==> src/design/mcs_pkg.sv <==
package mcs_pkg;
  // ****************************************
  // bus and register map
  // ****************************************
  localparam int ADDR_W = 8;
  localparam logic [7:0] REG_POLE_PAIRS = 8'h00;
  localparam logic [7:0] REG_MAX_CURRENT = 8'h04;
  localparam logic [7:0] REG_RATED_CURRENT = 8'h08;
  localparam logic [7:0] REG_PEAK_TIME = 8'h0C;
  localparam logic [7:0] REG_SUBMODE = 8'h10;
  localparam logic [7:0] REG_ENCODER_CFG = 8'h14;
  localparam logic [7:0] REG_MODE_OF_OP = 8'h18;
  localparam logic [7:0] REG_CONTROLWORD = 8'h1C;
  localparam logic [7:0] REG_STATUSWORD = 8'h20;
  localparam logic [7:0] REG_TARGET_VEL = 8'h24;
  localparam logic [7:0] REG_SETUP_CFG = 8'h28;
  localparam logic [7:0] REG_PROG_STATUS = 8'h2C;
  localparam logic [7:0] REG_SETUP_STATUS = 8'h30;
  localparam logic [7:0] REG_RESULT_BASE = 8'h40;
  localparam int RES_N = 7;
  localparam logic [31:0] REG_RST = 32'h0000_0000;
  localparam logic [1:0] RESP_OKAY = 2'h0;
  localparam logic [1:0] RESP_SLVERR = 2'h2;
  // ****************************************
  // field positions and values
  // ****************************************
  localparam int SM_CLOSED_BIT = 0;
  localparam int SM_BRAKE_BIT = 2;
  localparam int SM_CURRED_BIT = 3;
  localparam int SM_BLDC_BIT = 6;
  localparam logic [31:0] SUBMODE_STEP_CR = 32'h0000_0008;
  localparam logic [31:0] SUBMODE_BLDC = 32'h0000_0041;
  localparam logic [31:0] SUBMODE_STEP_BRAKE = 32'h0000_000C;
  localparam logic [31:0] SUBMODE_BLDC_BRAKE = 32'h0000_0044;
  localparam int ENC_SE_BIT = 1;
  localparam logic [31:0] ENC_DIFF_5V = 32'h0000_0000;
  localparam logic [31:0] ENC_SE_5V = 32'h0000_0002;
  localparam int CW_START_BIT = 4;
  localparam logic [3:0] CW_OP_ENABLE = 4'hF;
  localparam logic [15:0] CW_STOP = 16'h0006;
  localparam int SW_OPEN_BIT = 2;
  localparam int SW_TARGET_REACHED_BIT_BIT = 10;
  localparam int SW_MODE_SPEC_BIT = 12;
  localparam logic [7:0] MODE_AUTOSETUP = 8'hFE;
  localparam logic [7:0] MODE_VELOCITY = 8'h02;
  localparam int CFG_INDEX_BIT = 0;
  localparam int CFG_HALL_BIT = 1;
  // ****************************************
  // timing
  // ****************************************
  localparam int CLK_NS = 10;
  localparam int MS_NS = 1000000;
  localparam int MS_CYCLES_DEF = MS_NS / CLK_NS;
  localparam logic [7:0] PHASE_MS = 8'h0A;
  localparam logic [2:0] BUSY_LAT = 3'h4;
  // ****************************************
  // types
  // ****************************************
  typedef enum logic [3:0] {
    PH_IDLE, PH_TYPE, PH_RES, PH_IND, PH_FLUX, PH_ENC, PH_ALIGN, PH_HALL, PH_STORE
  } mcs_phase_t;
  typedef struct packed {
    logic bldc;
    logic closed_loop;
    logic brake_en;
    logic cur_reduce;
    logic enc_single_ended;
    logic [7:0] pole_pairs;
    logic [15:0] peak_ma;
    logic [15:0] rated_ma;
    logic [15:0] peak_time_ms;
  } mcs_drive_cfg_t;
endpackage

==> src/design/mcs_autosetup.sv <==
// How it works
// - 2031 current: stepper rated, BLDC peak
// - BLDC rated current and peak duration used
// - 08h selects stepper with standstill reduction
// - 41h selects BLDC motor type
// - encoder cfg 0 differential, 2 single-ended
// - 0Ch/44h add brake control
// - closed loop only after successful setup
// - controlword bit 4 starts the measurement runs
// - statusword bit 12 set when setup succeeds
// - statusword bit 10 reports index found
// - encoder and hall phases only when fitted
// - results load as each run ends, success stores drive and tuning
// - limit switches stay active during setup
// - bus answers may lag during setup
// - mode 2 runs at target velocity
// - controlword 6 stops the motor
`timescale 1ns/1ps
`default_nettype none
module mcs_autosetup #(
  parameter int MS_CYCLES = mcs_pkg::MS_CYCLES_DEF
) (
  input wire logic aclk,
  input wire logic aresetn,
  input wire logic [mcs_pkg::ADDR_W-1:0] s_axi_awaddr,
  input wire logic s_axi_awvalid,
  output logic s_axi_awready,
  input wire logic [31:0] s_axi_wdata,
  input wire logic [3:0] s_axi_wstrb,
  input wire logic s_axi_wvalid,
  output logic s_axi_wready,
  output logic [1:0] s_axi_bresp,
  output logic s_axi_bvalid,
  input wire logic s_axi_bready,
  input wire logic [mcs_pkg::ADDR_W-1:0] s_axi_araddr,
  input wire logic s_axi_arvalid,
  output logic s_axi_arready,
  output logic [31:0] s_axi_rdata,
  output logic [1:0] s_axi_rresp,
  output logic s_axi_rvalid,
  input wire logic s_axi_rready,
  input wire logic index_pin,
  input wire logic [2:0] hall_pin,
  input wire logic limit_pos_pin,
  input wire logic limit_neg_pin,
  input wire logic prog_run_pin,
  input wire logic [15:0] meas_value,
  output mcs_pkg::mcs_drive_cfg_t drive_cfg,
  output logic motor_en,
  output logic setup_busy,
  output logic [31:0] velocity_cmd,
  output logic store_drive,
  output logic store_tuning
);
  import mcs_pkg::*;
  // ****************************************
  // state
  // ****************************************
  typedef struct packed {
    logic aw_got;
    logic w_got;
    logic ar_got;
    logic [ADDR_W-1:0] awaddr;
    logic [ADDR_W-1:0] araddr;
    logic [31:0] wdata;
    logic [3:0] wstrb;
    logic [2:0] lat;
    logic awready;
    logic wready;
    logic arready;
    logic bvalid;
    logic [1:0] bresp;
    logic rvalid;
    logic [31:0] rdata;
    logic [1:0] rresp;
    logic [31:0] pole_pairs;
    logic [31:0] max_cur;
    logic [31:0] rated_cur;
    logic [31:0] peak_ms;
    logic [31:0] submode;
    logic [31:0] enc_cfg;
    logic [31:0] mode;
    logic [31:0] cw;
    logic [31:0] tvel;
    logic [31:0] setup_cfg;
    mcs_phase_t phase;
    logic [RES_N-1:0][15:0] res;
    logic [15:0] hall_cnt;
    logic idx_found;
    logic done;
    logic setup_ok;
    logic setup_fail;
    logic coord_valid;
    logic cw4_prev;
    logic idx_prev;
    logic [2:0] hall_prev;
    logic tstart;
    mcs_drive_cfg_t cfg;
    logic motor_en;
    logic [31:0] vel;
    logic st_drive;
    logic st_tune;
    logic busy_o;
  } mcs_state_t;
  mcs_state_t s_q, s_d;
  logic idx_lvl, lim_pos, lim_neg, prog_run, tmr_done;
  logic [2:0] hall_lvl;
  logic op_en, busy, limit_hit, commit_ok, wr_go, rd_go;
  logic [31:0] rd_word;
  // ****************************************
  // helpers
  // ****************************************
  function automatic logic [31:0] strb_merge(input logic [31:0] old, input logic [31:0] nw,
                                             input logic [3:0] st);
    logic [31:0] r;
    r = old;
    for (int b = 0; b < 4; b++) begin
      if (st[b]) begin
        r[8*b +: 8] = nw[8*b +: 8];
      end
    end
    return r;
  endfunction
  function automatic logic is_result(input logic [ADDR_W-1:0] a);
    return (a[7:5] == REG_RESULT_BASE[7:5]) && (a[4:2] < 3'(RES_N)) && (a[1:0] == 2'h0);
  endfunction
  function automatic mcs_phase_t next_phase(input mcs_phase_t p, input logic [31:0] c);
    mcs_phase_t n;
    n = PH_STORE;
    unique case (p)
      PH_IDLE: n = PH_TYPE;
      PH_TYPE: n = PH_RES;
      PH_RES: n = PH_IND;
      PH_IND: n = PH_FLUX;
      PH_FLUX: n = c[CFG_INDEX_BIT] ? PH_ENC : (c[CFG_HALL_BIT] ? PH_HALL : PH_STORE);
      PH_ENC: n = PH_ALIGN;
      PH_ALIGN: n = c[CFG_HALL_BIT] ? PH_HALL : PH_STORE;
      PH_HALL: n = PH_STORE;
      PH_STORE: n = PH_IDLE;
    endcase
    return n;
  endfunction
  // ****************************************
  // pins and phase timer
  // ****************************************
  mcs_pin_sync #(.W(7)) u_sync (
    .clk(aclk),
    .rst_n(aresetn),
    .pin({index_pin, hall_pin, limit_pos_pin, limit_neg_pin, prog_run_pin}),
    .level({idx_lvl, hall_lvl, lim_pos, lim_neg, prog_run})
  );
  mcs_ms_timer #(.MS_CYCLES(MS_CYCLES)) u_tmr (
    .clk(aclk),
    .rst_n(aresetn),
    .start(s_q.tstart),
    .len_ms(PHASE_MS),
    .done(tmr_done)
  );
  assign op_en = (s_q.cw[3:0] == CW_OP_ENABLE);
  assign busy = (s_q.phase != PH_IDLE);
  assign limit_hit = lim_pos || lim_neg;
  // fieldbus answers wait while the measurement runs hog the core
  assign commit_ok = !busy || (s_q.lat == BUSY_LAT);
  assign wr_go = s_q.aw_got && s_q.w_got && commit_ok;
  assign rd_go = s_q.ar_got && commit_ok;
  // ****************************************
  // read mux
  // ****************************************
  always_comb begin
    rd_word = REG_RST;
    unique case (s_q.araddr)
      REG_POLE_PAIRS: rd_word = s_q.pole_pairs;
      REG_MAX_CURRENT: rd_word = s_q.max_cur;
      REG_RATED_CURRENT: rd_word = s_q.rated_cur;
      REG_PEAK_TIME: rd_word = s_q.peak_ms;
      REG_SUBMODE: rd_word = s_q.submode;
      REG_ENCODER_CFG: rd_word = s_q.enc_cfg;
      REG_MODE_OF_OP: rd_word = s_q.mode;
      REG_CONTROLWORD: rd_word = s_q.cw;
      REG_STATUSWORD: begin
        rd_word[SW_MODE_SPEC_BIT] = s_q.done;
        rd_word[SW_TARGET_REACHED_BIT_BIT] = s_q.done && s_q.idx_found;
        rd_word[SW_OPEN_BIT] = op_en;
      end
      REG_TARGET_VEL: rd_word = s_q.tvel;
      REG_SETUP_CFG: rd_word = s_q.setup_cfg;
      REG_PROG_STATUS: rd_word[0] = prog_run;
      REG_SETUP_STATUS: rd_word[3:0] = {s_q.coord_valid, s_q.setup_fail, s_q.setup_ok, busy};
      default: begin
        if (is_result(s_q.araddr)) begin
          rd_word[15:0] = s_q.res[s_q.araddr[4:2]];
        end
      end
    endcase
  end
  // ****************************************
  // next state
  // ****************************************
  always_comb begin
    s_d = s_q;
    s_d.tstart = 1'b0;
    s_d.st_drive = 1'b0;
    s_d.st_tune = 1'b0;
    // bus handshakes
    if (s_axi_awvalid && s_q.awready) begin
      s_d.aw_got = 1'b1;
      s_d.awaddr = s_axi_awaddr;
      s_d.awready = 1'b0;
    end
    if (s_axi_wvalid && s_q.wready) begin
      s_d.w_got = 1'b1;
      s_d.wdata = s_axi_wdata;
      s_d.wstrb = s_axi_wstrb;
      s_d.wready = 1'b0;
    end
    if (s_axi_arvalid && s_q.arready) begin
      s_d.ar_got = 1'b1;
      s_d.araddr = s_axi_araddr;
      s_d.arready = 1'b0;
    end
    if (s_q.bvalid && s_axi_bready) begin
      s_d.bvalid = 1'b0;
      s_d.awready = 1'b1;
      s_d.wready = 1'b1;
    end
    if (s_q.rvalid && s_axi_rready) begin
      s_d.rvalid = 1'b0;
      s_d.arready = 1'b1;
    end
    if ((s_q.aw_got && s_q.w_got) || s_q.ar_got) begin
      s_d.lat = commit_ok ? 3'h0 : s_q.lat + 3'h1;
    end
    if (wr_go) begin
      s_d.aw_got = 1'b0;
      s_d.w_got = 1'b0;
      s_d.bvalid = 1'b1;
      s_d.bresp = RESP_OKAY;
      unique case (s_q.awaddr)
        REG_POLE_PAIRS: s_d.pole_pairs = strb_merge(s_q.pole_pairs, s_q.wdata, s_q.wstrb);
        REG_MAX_CURRENT: s_d.max_cur = strb_merge(s_q.max_cur, s_q.wdata, s_q.wstrb);
        REG_RATED_CURRENT: s_d.rated_cur = strb_merge(s_q.rated_cur, s_q.wdata, s_q.wstrb);
        REG_PEAK_TIME: s_d.peak_ms = strb_merge(s_q.peak_ms, s_q.wdata, s_q.wstrb);
        REG_SUBMODE: s_d.submode = strb_merge(s_q.submode, s_q.wdata, s_q.wstrb);
        REG_ENCODER_CFG: s_d.enc_cfg = strb_merge(s_q.enc_cfg, s_q.wdata, s_q.wstrb);
        REG_MODE_OF_OP: s_d.mode = strb_merge(s_q.mode, s_q.wdata, s_q.wstrb);
        REG_CONTROLWORD: s_d.cw = strb_merge(s_q.cw, s_q.wdata, s_q.wstrb);
        REG_TARGET_VEL: s_d.tvel = strb_merge(s_q.tvel, s_q.wdata, s_q.wstrb);
        REG_SETUP_CFG: s_d.setup_cfg = strb_merge(s_q.setup_cfg, s_q.wdata, s_q.wstrb);
        REG_STATUSWORD, REG_PROG_STATUS, REG_SETUP_STATUS: s_d.bresp = RESP_OKAY;
        default: s_d.bresp = is_result(s_q.awaddr) ? RESP_OKAY : RESP_SLVERR;
      endcase
    end
    if (rd_go) begin
      s_d.ar_got = 1'b0;
      s_d.rvalid = 1'b1;
      s_d.rdata = rd_word;
      s_d.rresp = (s_q.araddr <= REG_SETUP_STATUS && s_q.araddr[1:0] == 2'h0)
                  || is_result(s_q.araddr) ? RESP_OKAY : RESP_SLVERR;
    end
    // auto setup sequencer
    s_d.cw4_prev = s_q.cw[CW_START_BIT];
    s_d.idx_prev = idx_lvl;
    s_d.hall_prev = hall_lvl;
    if (s_q.phase == PH_IDLE) begin
      // no start while a user program owns the drive
      if (s_q.cw[CW_START_BIT] && !s_q.cw4_prev && op_en && !prog_run
          && s_q.mode[7:0] == MODE_AUTOSETUP) begin
        s_d.phase = PH_TYPE;
        s_d.tstart = 1'b1;
        s_d.done = 1'b0;
        s_d.setup_ok = 1'b0;
        s_d.setup_fail = 1'b0;
        s_d.idx_found = 1'b0;
        s_d.hall_cnt = '0;
      end
    end else if (limit_hit || !op_en) begin
      // limit switches keep guarding the axis during the test runs
      s_d.phase = PH_IDLE;
      s_d.setup_fail = 1'b1;
    end else if (s_q.phase == PH_STORE) begin
      s_d.phase = PH_IDLE;
      s_d.setup_ok = 1'b1;
      s_d.done = 1'b1;
      s_d.st_drive = 1'b1;
      s_d.st_tune = 1'b1;
      s_d.coord_valid = 1'b0;
    end else begin
      if ((s_q.phase == PH_ENC || s_q.phase == PH_ALIGN) && idx_lvl && !s_q.idx_prev) begin
        s_d.idx_found = 1'b1;
      end
      if (s_q.phase == PH_HALL && hall_lvl != s_q.hall_prev) begin
        s_d.hall_cnt = s_q.hall_cnt + 16'h0001;
      end
      if (tmr_done) begin
        // results land in their objects as each run ends
        s_d.res[3'(s_q.phase - PH_TYPE)] = (s_q.phase == PH_HALL) ? s_q.hall_cnt : meas_value;
        s_d.phase = next_phase(s_q.phase, s_q.setup_cfg);
        s_d.tstart = (s_d.phase != PH_STORE);
      end
    end
    // drive configuration decode
    s_d.cfg.bldc = s_q.submode[SM_BLDC_BIT];
    s_d.cfg.cur_reduce = s_q.submode[SM_CURRED_BIT] && !s_q.submode[SM_BLDC_BIT];
    s_d.cfg.brake_en = s_q.submode[SM_BRAKE_BIT];
    s_d.cfg.closed_loop = s_q.submode[SM_CLOSED_BIT] && s_q.setup_ok;
    s_d.cfg.enc_single_ended = s_q.enc_cfg[ENC_SE_BIT];
    s_d.cfg.pole_pairs = s_q.pole_pairs[7:0];
    s_d.cfg.peak_ma = s_q.max_cur[15:0];
    s_d.cfg.rated_ma = s_q.submode[SM_BLDC_BIT] ? s_q.rated_cur[15:0] : s_q.max_cur[15:0];
    s_d.cfg.peak_time_ms = s_q.submode[SM_BLDC_BIT] ? s_q.peak_ms[15:0] : 16'h0000;
    // a stop controlword clears operation enabled, so the motor drops
    s_d.motor_en = op_en && (busy || s_q.mode[7:0] == MODE_VELOCITY);
    s_d.vel = (op_en && s_q.mode[7:0] == MODE_VELOCITY) ? s_q.tvel : REG_RST;
    // registered copy of busy so the pin leaves a flop, same cycle as phase
    s_d.busy_o = (s_d.phase != PH_IDLE);
  end
  always_ff @(posedge aclk) begin
    if (!aresetn) begin
      s_q <= '0;
      s_q.awready <= 1'b1;
      s_q.wready <= 1'b1;
      s_q.arready <= 1'b1;
      s_q.coord_valid <= 1'b1;
    end else begin
      s_q <= s_d;
    end
  end
  assign s_axi_awready = s_q.awready;
  assign s_axi_wready = s_q.wready;
  assign s_axi_bvalid = s_q.bvalid;
  assign s_axi_bresp = s_q.bresp;
  assign s_axi_arready = s_q.arready;
  assign s_axi_rvalid = s_q.rvalid;
  assign s_axi_rdata = s_q.rdata;
  assign s_axi_rresp = s_q.rresp;
  assign drive_cfg = s_q.cfg;
  assign motor_en = s_q.motor_en;
  assign setup_busy = s_q.busy_o;
  assign velocity_cmd = s_q.vel;
  assign store_drive = s_q.st_drive;
  assign store_tuning = s_q.st_tune;
  // ****************************************
  // checks
  // ****************************************
  chk_busy_done_low: assert property (@(posedge aclk) disable iff (!aresetn)
    busy |-> !s_q.done) else $error("completion bit set while setup runs");
  chk_store_sets_done: assert property (@(posedge aclk) disable iff (!aresetn)
    s_q.phase == PH_STORE && op_en && !limit_hit |=> s_q.done && !busy)
    else $error("setup end did not raise completion");
  chk_store_pulses: assert property (@(posedge aclk) disable iff (!aresetn)
    $rose(s_q.done) |-> s_q.st_drive && s_q.st_tune && s_q.setup_ok ##1 !s_q.st_drive)
    else $error("store pulses wrong around success");
  chk_closed_gate: assert property (@(posedge aclk) disable iff (!aresetn)
    s_q.cfg.closed_loop |-> $past(s_q.setup_ok)) else $error("closed loop without setup");
  chk_bldc_decode: assert property (@(posedge aclk) disable iff (!aresetn)
    s_q.submode == SUBMODE_BLDC |=> s_q.cfg.bldc && !s_q.cfg.brake_en)
    else $error("bldc submode misdecoded");
  chk_step_decode: assert property (@(posedge aclk) disable iff (!aresetn)
    s_q.submode == SUBMODE_STEP_CR |=> !s_q.cfg.bldc && s_q.cfg.cur_reduce)
    else $error("stepper submode misdecoded");
  chk_brake_decode: assert property (@(posedge aclk) disable iff (!aresetn)
    s_q.submode == SUBMODE_STEP_BRAKE || s_q.submode == SUBMODE_BLDC_BRAKE
    |=> s_q.cfg.brake_en) else $error("brake control not enabled");
  chk_enc_decode: assert property (@(posedge aclk) disable iff (!aresetn)
    (s_q.enc_cfg == ENC_SE_5V |=> s_q.cfg.enc_single_ended)
    and (s_q.enc_cfg == ENC_DIFF_5V |=> !s_q.cfg.enc_single_ended))
    else $error("encoder input type misdecoded");
  chk_current_sel: assert property (@(posedge aclk) disable iff (!aresetn)
    s_q.submode[SM_BLDC_BIT] |=> s_q.cfg.rated_ma == $past(s_q.rated_cur[15:0])
    && s_q.cfg.peak_ma == $past(s_q.max_cur[15:0]))
    else $error("bldc currents not from their objects");
  chk_limit_abort: assert property (@(posedge aclk) disable iff (!aresetn)
    busy && limit_hit |=> !busy && s_q.setup_fail) else $error("limit ignored in setup");
  chk_skip_encoder: assert property (@(posedge aclk) disable iff (!aresetn)
    s_q.phase == PH_FLUX && tmr_done && !limit_hit && op_en && !s_q.setup_cfg[CFG_INDEX_BIT]
    |=> s_q.phase != PH_ENC) else $error("encoder run without index");
  chk_vel_follow: assert property (@(posedge aclk) disable iff (!aresetn)
    op_en && s_q.mode[7:0] == MODE_VELOCITY |=> s_q.vel == $past(s_q.tvel) && s_q.motor_en)
    else $error("velocity not followed");
  chk_stop_word: assert property (@(posedge aclk) disable iff (!aresetn)
    s_q.cw == {16'h0000, CW_STOP} |=> !s_q.motor_en && s_q.vel == REG_RST)
    else $error("stop controlword left motor running");
endmodule
`default_nettype wire

==> src/design/mcs_pin_sync.sv <==
`timescale 1ns/1ps
`default_nettype none
module mcs_pin_sync #(
  parameter int W = 1
) (
  input wire logic clk,
  input wire logic rst_n,
  input wire logic [W-1:0] pin,
  output logic [W-1:0] level
);
  import mcs_pkg::*;
  typedef struct packed {
    logic [W-1:0] f1;
    logic [W-1:0] f2;
    logic [W-1:0] f3;
    logic [W-1:0] out;
  } mcs_sync_t;
  mcs_sync_t s_q, s_d;
  // a change counts only once the second and third stage agree
  always_comb begin
    s_d = s_q;
    s_d.f1 = pin;
    s_d.f2 = s_q.f1;
    s_d.f3 = s_q.f2;
    for (int i = 0; i < W; i++) begin
      if (s_q.f2[i] == s_q.f3[i]) begin
        s_d.out[i] = s_q.f3[i];
      end
    end
  end
  always_ff @(posedge clk) begin
    if (!rst_n) begin
      s_q <= '0;
    end else begin
      s_q <= s_d;
    end
  end
  assign level = s_q.out;
endmodule
`default_nettype wire

==> src/design/mcs_ms_timer.sv <==
`timescale 1ns/1ps
`default_nettype none
module mcs_ms_timer #(
  parameter int MS_CYCLES = mcs_pkg::MS_CYCLES_DEF
) (
  input wire logic clk,
  input wire logic rst_n,
  input wire logic start,
  input wire logic [7:0] len_ms,
  output logic done
);
  import mcs_pkg::*;
  typedef struct packed {
    logic [16:0] pre;
    logic [7:0] ms;
    logic run;
    logic done;
  } mcs_tmr_t;
  mcs_tmr_t s_q, s_d;
  localparam logic [16:0] PRE_LAST = 17'(MS_CYCLES - 1);
  always_comb begin
    s_d = s_q;
    s_d.done = 1'b0;
    if (start) begin
      s_d.pre = '0;
      s_d.ms = len_ms;
      s_d.run = 1'b1;
    end else if (s_q.run) begin
      if (s_q.pre == PRE_LAST) begin
        s_d.pre = '0;
        s_d.ms = s_q.ms - 8'h01;
        if (s_q.ms <= 8'h01) begin
          s_d.run = 1'b0;
          s_d.done = 1'b1;
        end
      end else begin
        s_d.pre = s_q.pre + 17'h00001;
      end
    end
  end
  always_ff @(posedge clk) begin
    if (!rst_n) begin
      s_q <= '0;
    end else begin
      s_q <= s_d;
    end
  end
  assign done = s_q.done;
endmodule
`default_nettype wire

==> config.mk <==
export PLATFORM = sky130hd
export DESIGN_NAME = mcs_autosetup
export DESIGN_NICKNAME = d
export VERILOG_FILES = /design/src/design/mcs_pkg.sv /design/src/design/mcs_autosetup.sv /design/src/design/mcs_pin_sync.sv /design/src/design/mcs_ms_timer.sv
export SDC_FILE = /design/constraint.sdc
export NUM_CORES = 2
export LEC_CHECK = 0
export ABC_AREA = 1
export ABC_CLOCK_PERIOD_IN_PS = 2200
export BUFFER_PORTS_ARGS = -buffer_cell sky130_fd_sc_hd__buf_4
export CELL_PAD_IN_SITES_DETAIL_PLACEMENT = 2
export CELL_PAD_IN_SITES_GLOBAL_PLACEMENT = 2
export CORE_MARGIN = 2
export CORE_UTILIZATION = 31
export DETAILED_ROUTE_END_ITERATION = 7
export PLACE_DENSITY_LB_ADDON = 0.1
export SLEW_MARGIN = 5
export SYNTH_ARGS = -nofsm -noshare
export SYNTH_HDL_FRONTEND = slang
export SYNTH_SLANG_ARGS = --single-unit
==> constraint.sdc <==
create_clock -name aclk -period 2.2 [get_ports aclk]
set_input_delay 0.55 -clock aclk [delete_from_list [all_inputs] [get_ports aclk]]
set_output_delay 0.55 -clock aclk [all_outputs]
set_load 0.05 [all_outputs]
==> Word level (Yosys, flattened, before mapping) <==
Cells that the tools add are included.
{ "classes": {"n_addsub": 5, "n_reduce_logical": 115, "bitwise_logic": 6, "n_eq_ne": 51, "muxes": 57, "magnitude_cmp": 7} }
{ "op_table": {"columns": ["operator", "n"], "rows": [
  ["$pmux W16 S10", 1],
  ["$reduce_and A3 Y1", 42],
  ["$mux W116", 1],
  ["$bwmux W112", 1],
  ["$mux W16", 6],
  ["$eq A8 B6 Y1 const B", 10],
  ["$pmux W6 S11", 1],
  ["$eq A8 B5 Y1 const B", 8],
  ["$bmux W16 S3", 1],
  ["$demux W16 S3", 1],
  ["$pmux W1 S12", 4],
  ["$mux W20", 2],
  ["$mux W4", 10],
  ["$mux W35", 1],
  ["$mux W17", 2],
  ["$pmux W3 S11", 1],
  ["$eq A8 B4 Y1 const B", 4],
  ["$pmux W4 S7", 1],
  ["$logic_and A1 B1 Y1", 26],
  ["$pmux W1 S13", 2],
  ["$mux W19", 1],
  ["$add A17 B1 Y17 const B", 1],
  ["$eq A17 B17 Y1 const B", 1],
  ["$add A16 B1 Y16 const B", 1],
  ["42 further kinds", 112]
]} }
{ "word_totals": {"elab_cells": 344, "register_bits": 714, "output_inout_bits": 138, "inputBits": 82} }

==> Logic depth before layout (Yosys ltp) <==
{ "depth": {"depth_word": 12, "mapped_depth": 14, "ltp_nobuf": 12} }

==> Modules after synthesis <==
From an unflattened synthesis, not the netlist that was laid out.
{ "unflattened": {"hier_cells": 4383, "hier_area_um2": 30828.3} }
{ "modules_own_cells": {"columns": ["module", "area_per_inst_um2", "instances", "seq_area_each_um2", "cells_per_inst"], "rows": [
  ["mcs_autosetup", 28307.1, 1, 13112.6, 4054],
  ["mcs_ms_timer", 1616.6, 1, 540.5, 228],
  ["mcs_pin_sync", 904.6, 1, 560.5, 101]
]} }

==> Worst setup path after synthesis <==
No wires, ideal clock.
{ "synth_path": {"path_type": "register to register", "start": "register s_q[236] (netlist bit)", "end": "register with a tool-made name", "n_path_buf": 2, "arrival_ps": 2067, "period_less_slack_ps": 2199, "path_slack_ps": 1, "setup_ps": 132, "path_stages_with_launch": 13, "required_time_ps": 2068, "path_cell_list": "dfxtp_1 > clkbuf_1 > inv_1 > ha_1 > nand2_1 > nand2_1 > inv_1 > nand3_1 > nor3_2 > inv_1 > buf_2 > nand2_1 > a21oi_1"} }
{ "synth_lines": {"columns": ["item", "line_no", "rtl"], "rows": [
  ["start, declared", "mcs_autosetup.sv:105", "mcs_state_t s_q, s_d;"]
]} }

==> Worst setup path after layout <==
{ "layout_path": {"start": "register s_q[642] (netlist bit)", "end": "register s_q, in the netlist s_axi_rdata[16]"} }
{ "layout_between": {"elab_chain_len": 2, "elab_cells_between_ends": 11, "classes_between": "9 x eq/ne; 1 x mux; 1 x reduce/logical"} }
{ "layout_rtl": {"columns": ["item", "line_no", "rtl"], "rows": [
  ["$eq A8 B6 Y1 (tied with other cells)", "mcs_autosetup.sv:171", "unique case (s_q.araddr)"],
  ["$pmux W16 S10 *", "mcs_autosetup.sv:171", null]
]} }
Mark *: on every way between the ends. The rest lies on a longest branch, timed or not.
A chain may end at the register's enable or synchronous reset.

==> impl.org <==
** GRT
- The number of global-route vias before repair is 29,731.
- In the global route stage, overall resource usage came out at 0.246.
- For this run, global-route usage on met1 was measured as 0.364.
- For this run the aggregate overflow at the end of global routing stands at 0.
- Number of antenna violations at the first check in global routing :: 0
- For this run, global-route usage on met2 was measured as 0.372.
- Entering global routing, the biggest net connects 97 pins.
- Wire length of the first global-routing pass :: 187 mm
- Busiest grt layer :: met2
- Met3 usage in global routing :: 0.0385

** Clock network
- Total clock buffers created by CTS :: 84
- Buffers inserted to repair hold after CTS numbered 0.
- Num Clock Sinks :: 710
- CTS placed an instance of sky130_fd_sc_hd__clkbuf_16 at the clock tree root.
- TritonCTS clock tree :: done
- No sink is reached through more buffers than the 3 on the longest clock path.
- The later pin in the worst-skew pair is clocked with a latency of 680 ps.
- Number of levels in the clock H-tree :: 3
- Clock-pin slew reported for the worst setup and hold paths after clock tree synthesis :: 60 ps

** Place
- Prior to clock tree synthesis, the placed netlist has a worst setup slack of -14.8 ps.
- HPWL after detailed placement :: 90.3 mm
- Quantity of I/O buffers inserted on ports :: 217
- The congestion estimate from routability-driven global placement came to 0.839.
- After detailed placement, the total cell area comes to 33,200 um^2.
- The number of placed instances, taps included, is 5,667.

** Die
- Std cell rows :: 114
- The core region is 96,900 um^2.
- The initial utilization of the core area, before any placement, comes to 0.314.
- Number of top-level design ports :: 220
- Area of the die :: 101,000 um^2
- Measured along the y axis, the die boundary spans 317 um.
- Measured along the x axis, the die boundary spans 317 um.

** Yosys
- A synthesized cell averages 6.96 um^2.
- Count of different cell masters after synthesis :: 39
- In the synthesized netlist, the number of instances is 4,368.
- sky130_fd_sc_hd__dfxtp_1 takes more of the synthesized area than any other cell.
- The share of the Yosys chip area taken by registers is 0.468.
- Sorting the synthesized cells by area gives the leading types as sky130_fd_sc_hd__dfxtp_1, sky130_fd_sc_hd__nand2_1, sky130_fd_sc_hd__nor2_1, sky130_fd_sc_hd__o21ai_0, sky130_fd_sc_hd__a21oi_1.
- Top cell types by occurrence after synthesis :: sky130_fd_sc_hd__nand2_1, sky130_fd_sc_hd__nor2_1, sky130_fd_sc_hd__dfxtp_1
- Most instantiated flip-flop cell in the synthesis netlist :: sky130_fd_sc_hd__dfxtp_1
- For this run, the number of Yosys warnings is 0.
- EDFF count, synth :: 0
- Yosys instantiated no cell more often than sky130_fd_sc_hd__nand2_1.
- Register bit count reported by yosys :: 710
- Synth async-reset ratio :: 0
- Mapped Area :: 30,400 um^2
- Of the post-synthesis cell area, the dominant cell type holds 0.468.

** Setup path
- In this run the critical register-to-register path is captured at s_axi_rdata[16].
- Worst setup endpoint :: s_axi_rdata[16]
- Of all nets on the critical path, the largest fanout is 14.
- Required time at the endpoint of the critical path :: 2770 ps
- FF-to-FF Start :: s_q[642]
- Origin of the worst setup path :: s_q[642]
- The setup check on the worst reg-to-reg path leaves a slack of 40 ps.
- Setup crit start kind :: flop
- For the worst setup path, the data arrival time is 2730 ps.
- For the worst flop-to-flop path, the logic depth is 12.
- Kind of critical path :: flop to flop
- The worst setup path is captured at a flop.

** Timing
- Final clock period utilization by the worst path :: 0.980
- Unrepaired setup endpoints after global routing :: yes
- Final number of setup-violating endpoints :: 0
- For the finished layout, the period the worst path requires is 2160 ps.
- Max Clock Skew :: 31.2 ps
- Total count of hold-check failures in the final report :: 0
- Headroom to the max-slew limit came out at 0.318.
- Crit path setup slack, layout :: 44.0 ps
- Number of slew-limit violations in the final report :: 0
- Maximum achievable frequency :: 0.464 GHz
- Summed over all failing endpoints, the final setup total negative slack is 0 ps.
- The tightest hold path in the finished design has a slack of 73.9 ps.
- At the pin with the least slew margin, the transition time is 1020 ps.

** Routing
- In this run, the number of DRC markers left after iteration 0 of detailed routing was 1,927.
- For this block, the routed nets add up to 125 mm of wire.
- The count of nets left with antenna violations once routing finished came out at 0.
- DRC Markers :: 0
- DR WL/cell :: 21.4 um
- Number of detailed-route iterations in the first pass :: 5
- Number of vias per cell after detailed routing :: 4.94
- Vias :: 28,819

** Layout
- Fraction of final layout cells sized beyond drive strength 1 :: 0.137
- Final core utilization :: 0.376
- Excluding fillers, the count of instances in the completed layout stands at 5,834.
- After the last flow step, the layout net total stands at 4,583.
- Fin area :: 36,500 um^2
- Layout Area Growth over Synthesis :: 20.0%

** Pwr
- PwrDens :: 836 nW/um^2
- Cell leakage power :: 15.3 nW
- VDD IR max :: 500 uV
- Overall power consumption :: 30.5 mW

** Run status
- Run status :: finished clean

** Flow run
- Across the run, the number of max-cap violations was 0.

** Hold path
- The tightest min-delay check is of the primary input to flop type.
==> placed cells by master, fill, tap and decap left out, drive strengths merged, types with 3 or more instances in the layout <==
| cell type | instances |
|---|---|
| nand2 | 1022 |
| nor2 | 841 |
| dfxtp | 710 |
| o21ai | 488 |
| buf | 376 |
| inv | 368 |
| a21oi | 273 |
| nand3 | 189 |
| clkbuf | 118 |
| nand4 | 32 |
| clkinv | 23 |
| nor3 | 18 |
| nand3b | 17 |
| o22ai | 16 |
| xor2 | 14 |
| bufinv | 11 |
| ha | 10 |
| xnor2 | 8 |
| o21bai | 6 |
| nor3b | 5 |
| clkinvlp | 3 |
==> worst max-delay path, stage by stage, from the launching register on <==
cell                        delay [ps]
sky130_fd_sc_hd__dfxtp_1           410
sky130_fd_sc_hd__buf_4             230
sky130_fd_sc_hd__nor2_2             80
sky130_fd_sc_hd__nand2_2           130
sky130_fd_sc_hd__nor2_4             70
sky130_fd_sc_hd__buf_12            140
sky130_fd_sc_hd__clkbuf_16         190
sky130_fd_sc_hd__nand2_1           110
sky130_fd_sc_hd__nand2_1            50
sky130_fd_sc_hd__nor3_1            370
sky130_fd_sc_hd__nand2_1           140
sky130_fd_sc_hd__nand2_1            90
sky130_fd_sc_hd__nand2_1            40
==> per-layer routing <==
| layer | routed length [um] | part of all wire |
|---|---|---|
| met5 | 0 | 0 |
| met4 | 2590 | 0.021 |
| met3 | 5170 | 0.041 |
| met2 | 53500 | 0.43 |
| met1 | 63800 | 0.51 |
==> cell type report <==
type | instances | area [um^2]
clock inverter | 34 | 480
multi-input combinational | 2947 | 13100
fill | 11448 | 60400
tap | 1276 | 1600
sequential | 710 | 14200
antenna | 2 | 5.00
clock buffer | 117 | 2450
timing repair buffer | 377 | 3230
inverter | 371 | 1420
==> worst min path at each step <==
stage,endpoint,slack [ps],depth (start not counted),from
2_1_floorplan,u_sync.s_d[10],390,2,u_sync.s_d[17]
3_3_place_gp,u_sync.s_d[10],400,2,u_sync.s_d[17]
4_1_cts,u_sync.s_d[16],30,3,limit_pos_pin
5_1_grt,u_sync.s_d[16],50,3,limit_pos_pin
6_report,u_sync.s_d[16],70,3,limit_pos_pin
3_5_place_dp,u_sync.s_d[10],410,2,u_sync.s_d[17]
==> repair_timing <==
item,4_1_cts,5_1_grt
cloned,0,1
pin swaps,2,5
setup endpoints to repair,7,201
setup buffers,3,10
resized for setup,2,37
==> cell families after synthesis <==
family                     count (synthesis)  synth area share
and+or+nand+nor                         2127             0.283
AOI/OAI and AO/OA                        786             0.132
buffers and inverters                    712             0.107
DFF                                      710             0.468
xor gates and xnor gates                  22           0.00634
adders and majority gates                 10           0.00412
other                                      1          0.000123
==> where the power goes <==
group / internal (mW) / switching (mW) / total, mW / leakage [nW]
Combinational: 0.653 / 1.44 / 2.09 / 8.10
Clock: 9.06 / 5.98 / 15.0 / 1.45
Sequential: 13.0 / 0.355 / 13.4 / 5.74
Total: 22.7 / 7.77 / 30.5 / 15.3
(Power assumes the default switching activity.)
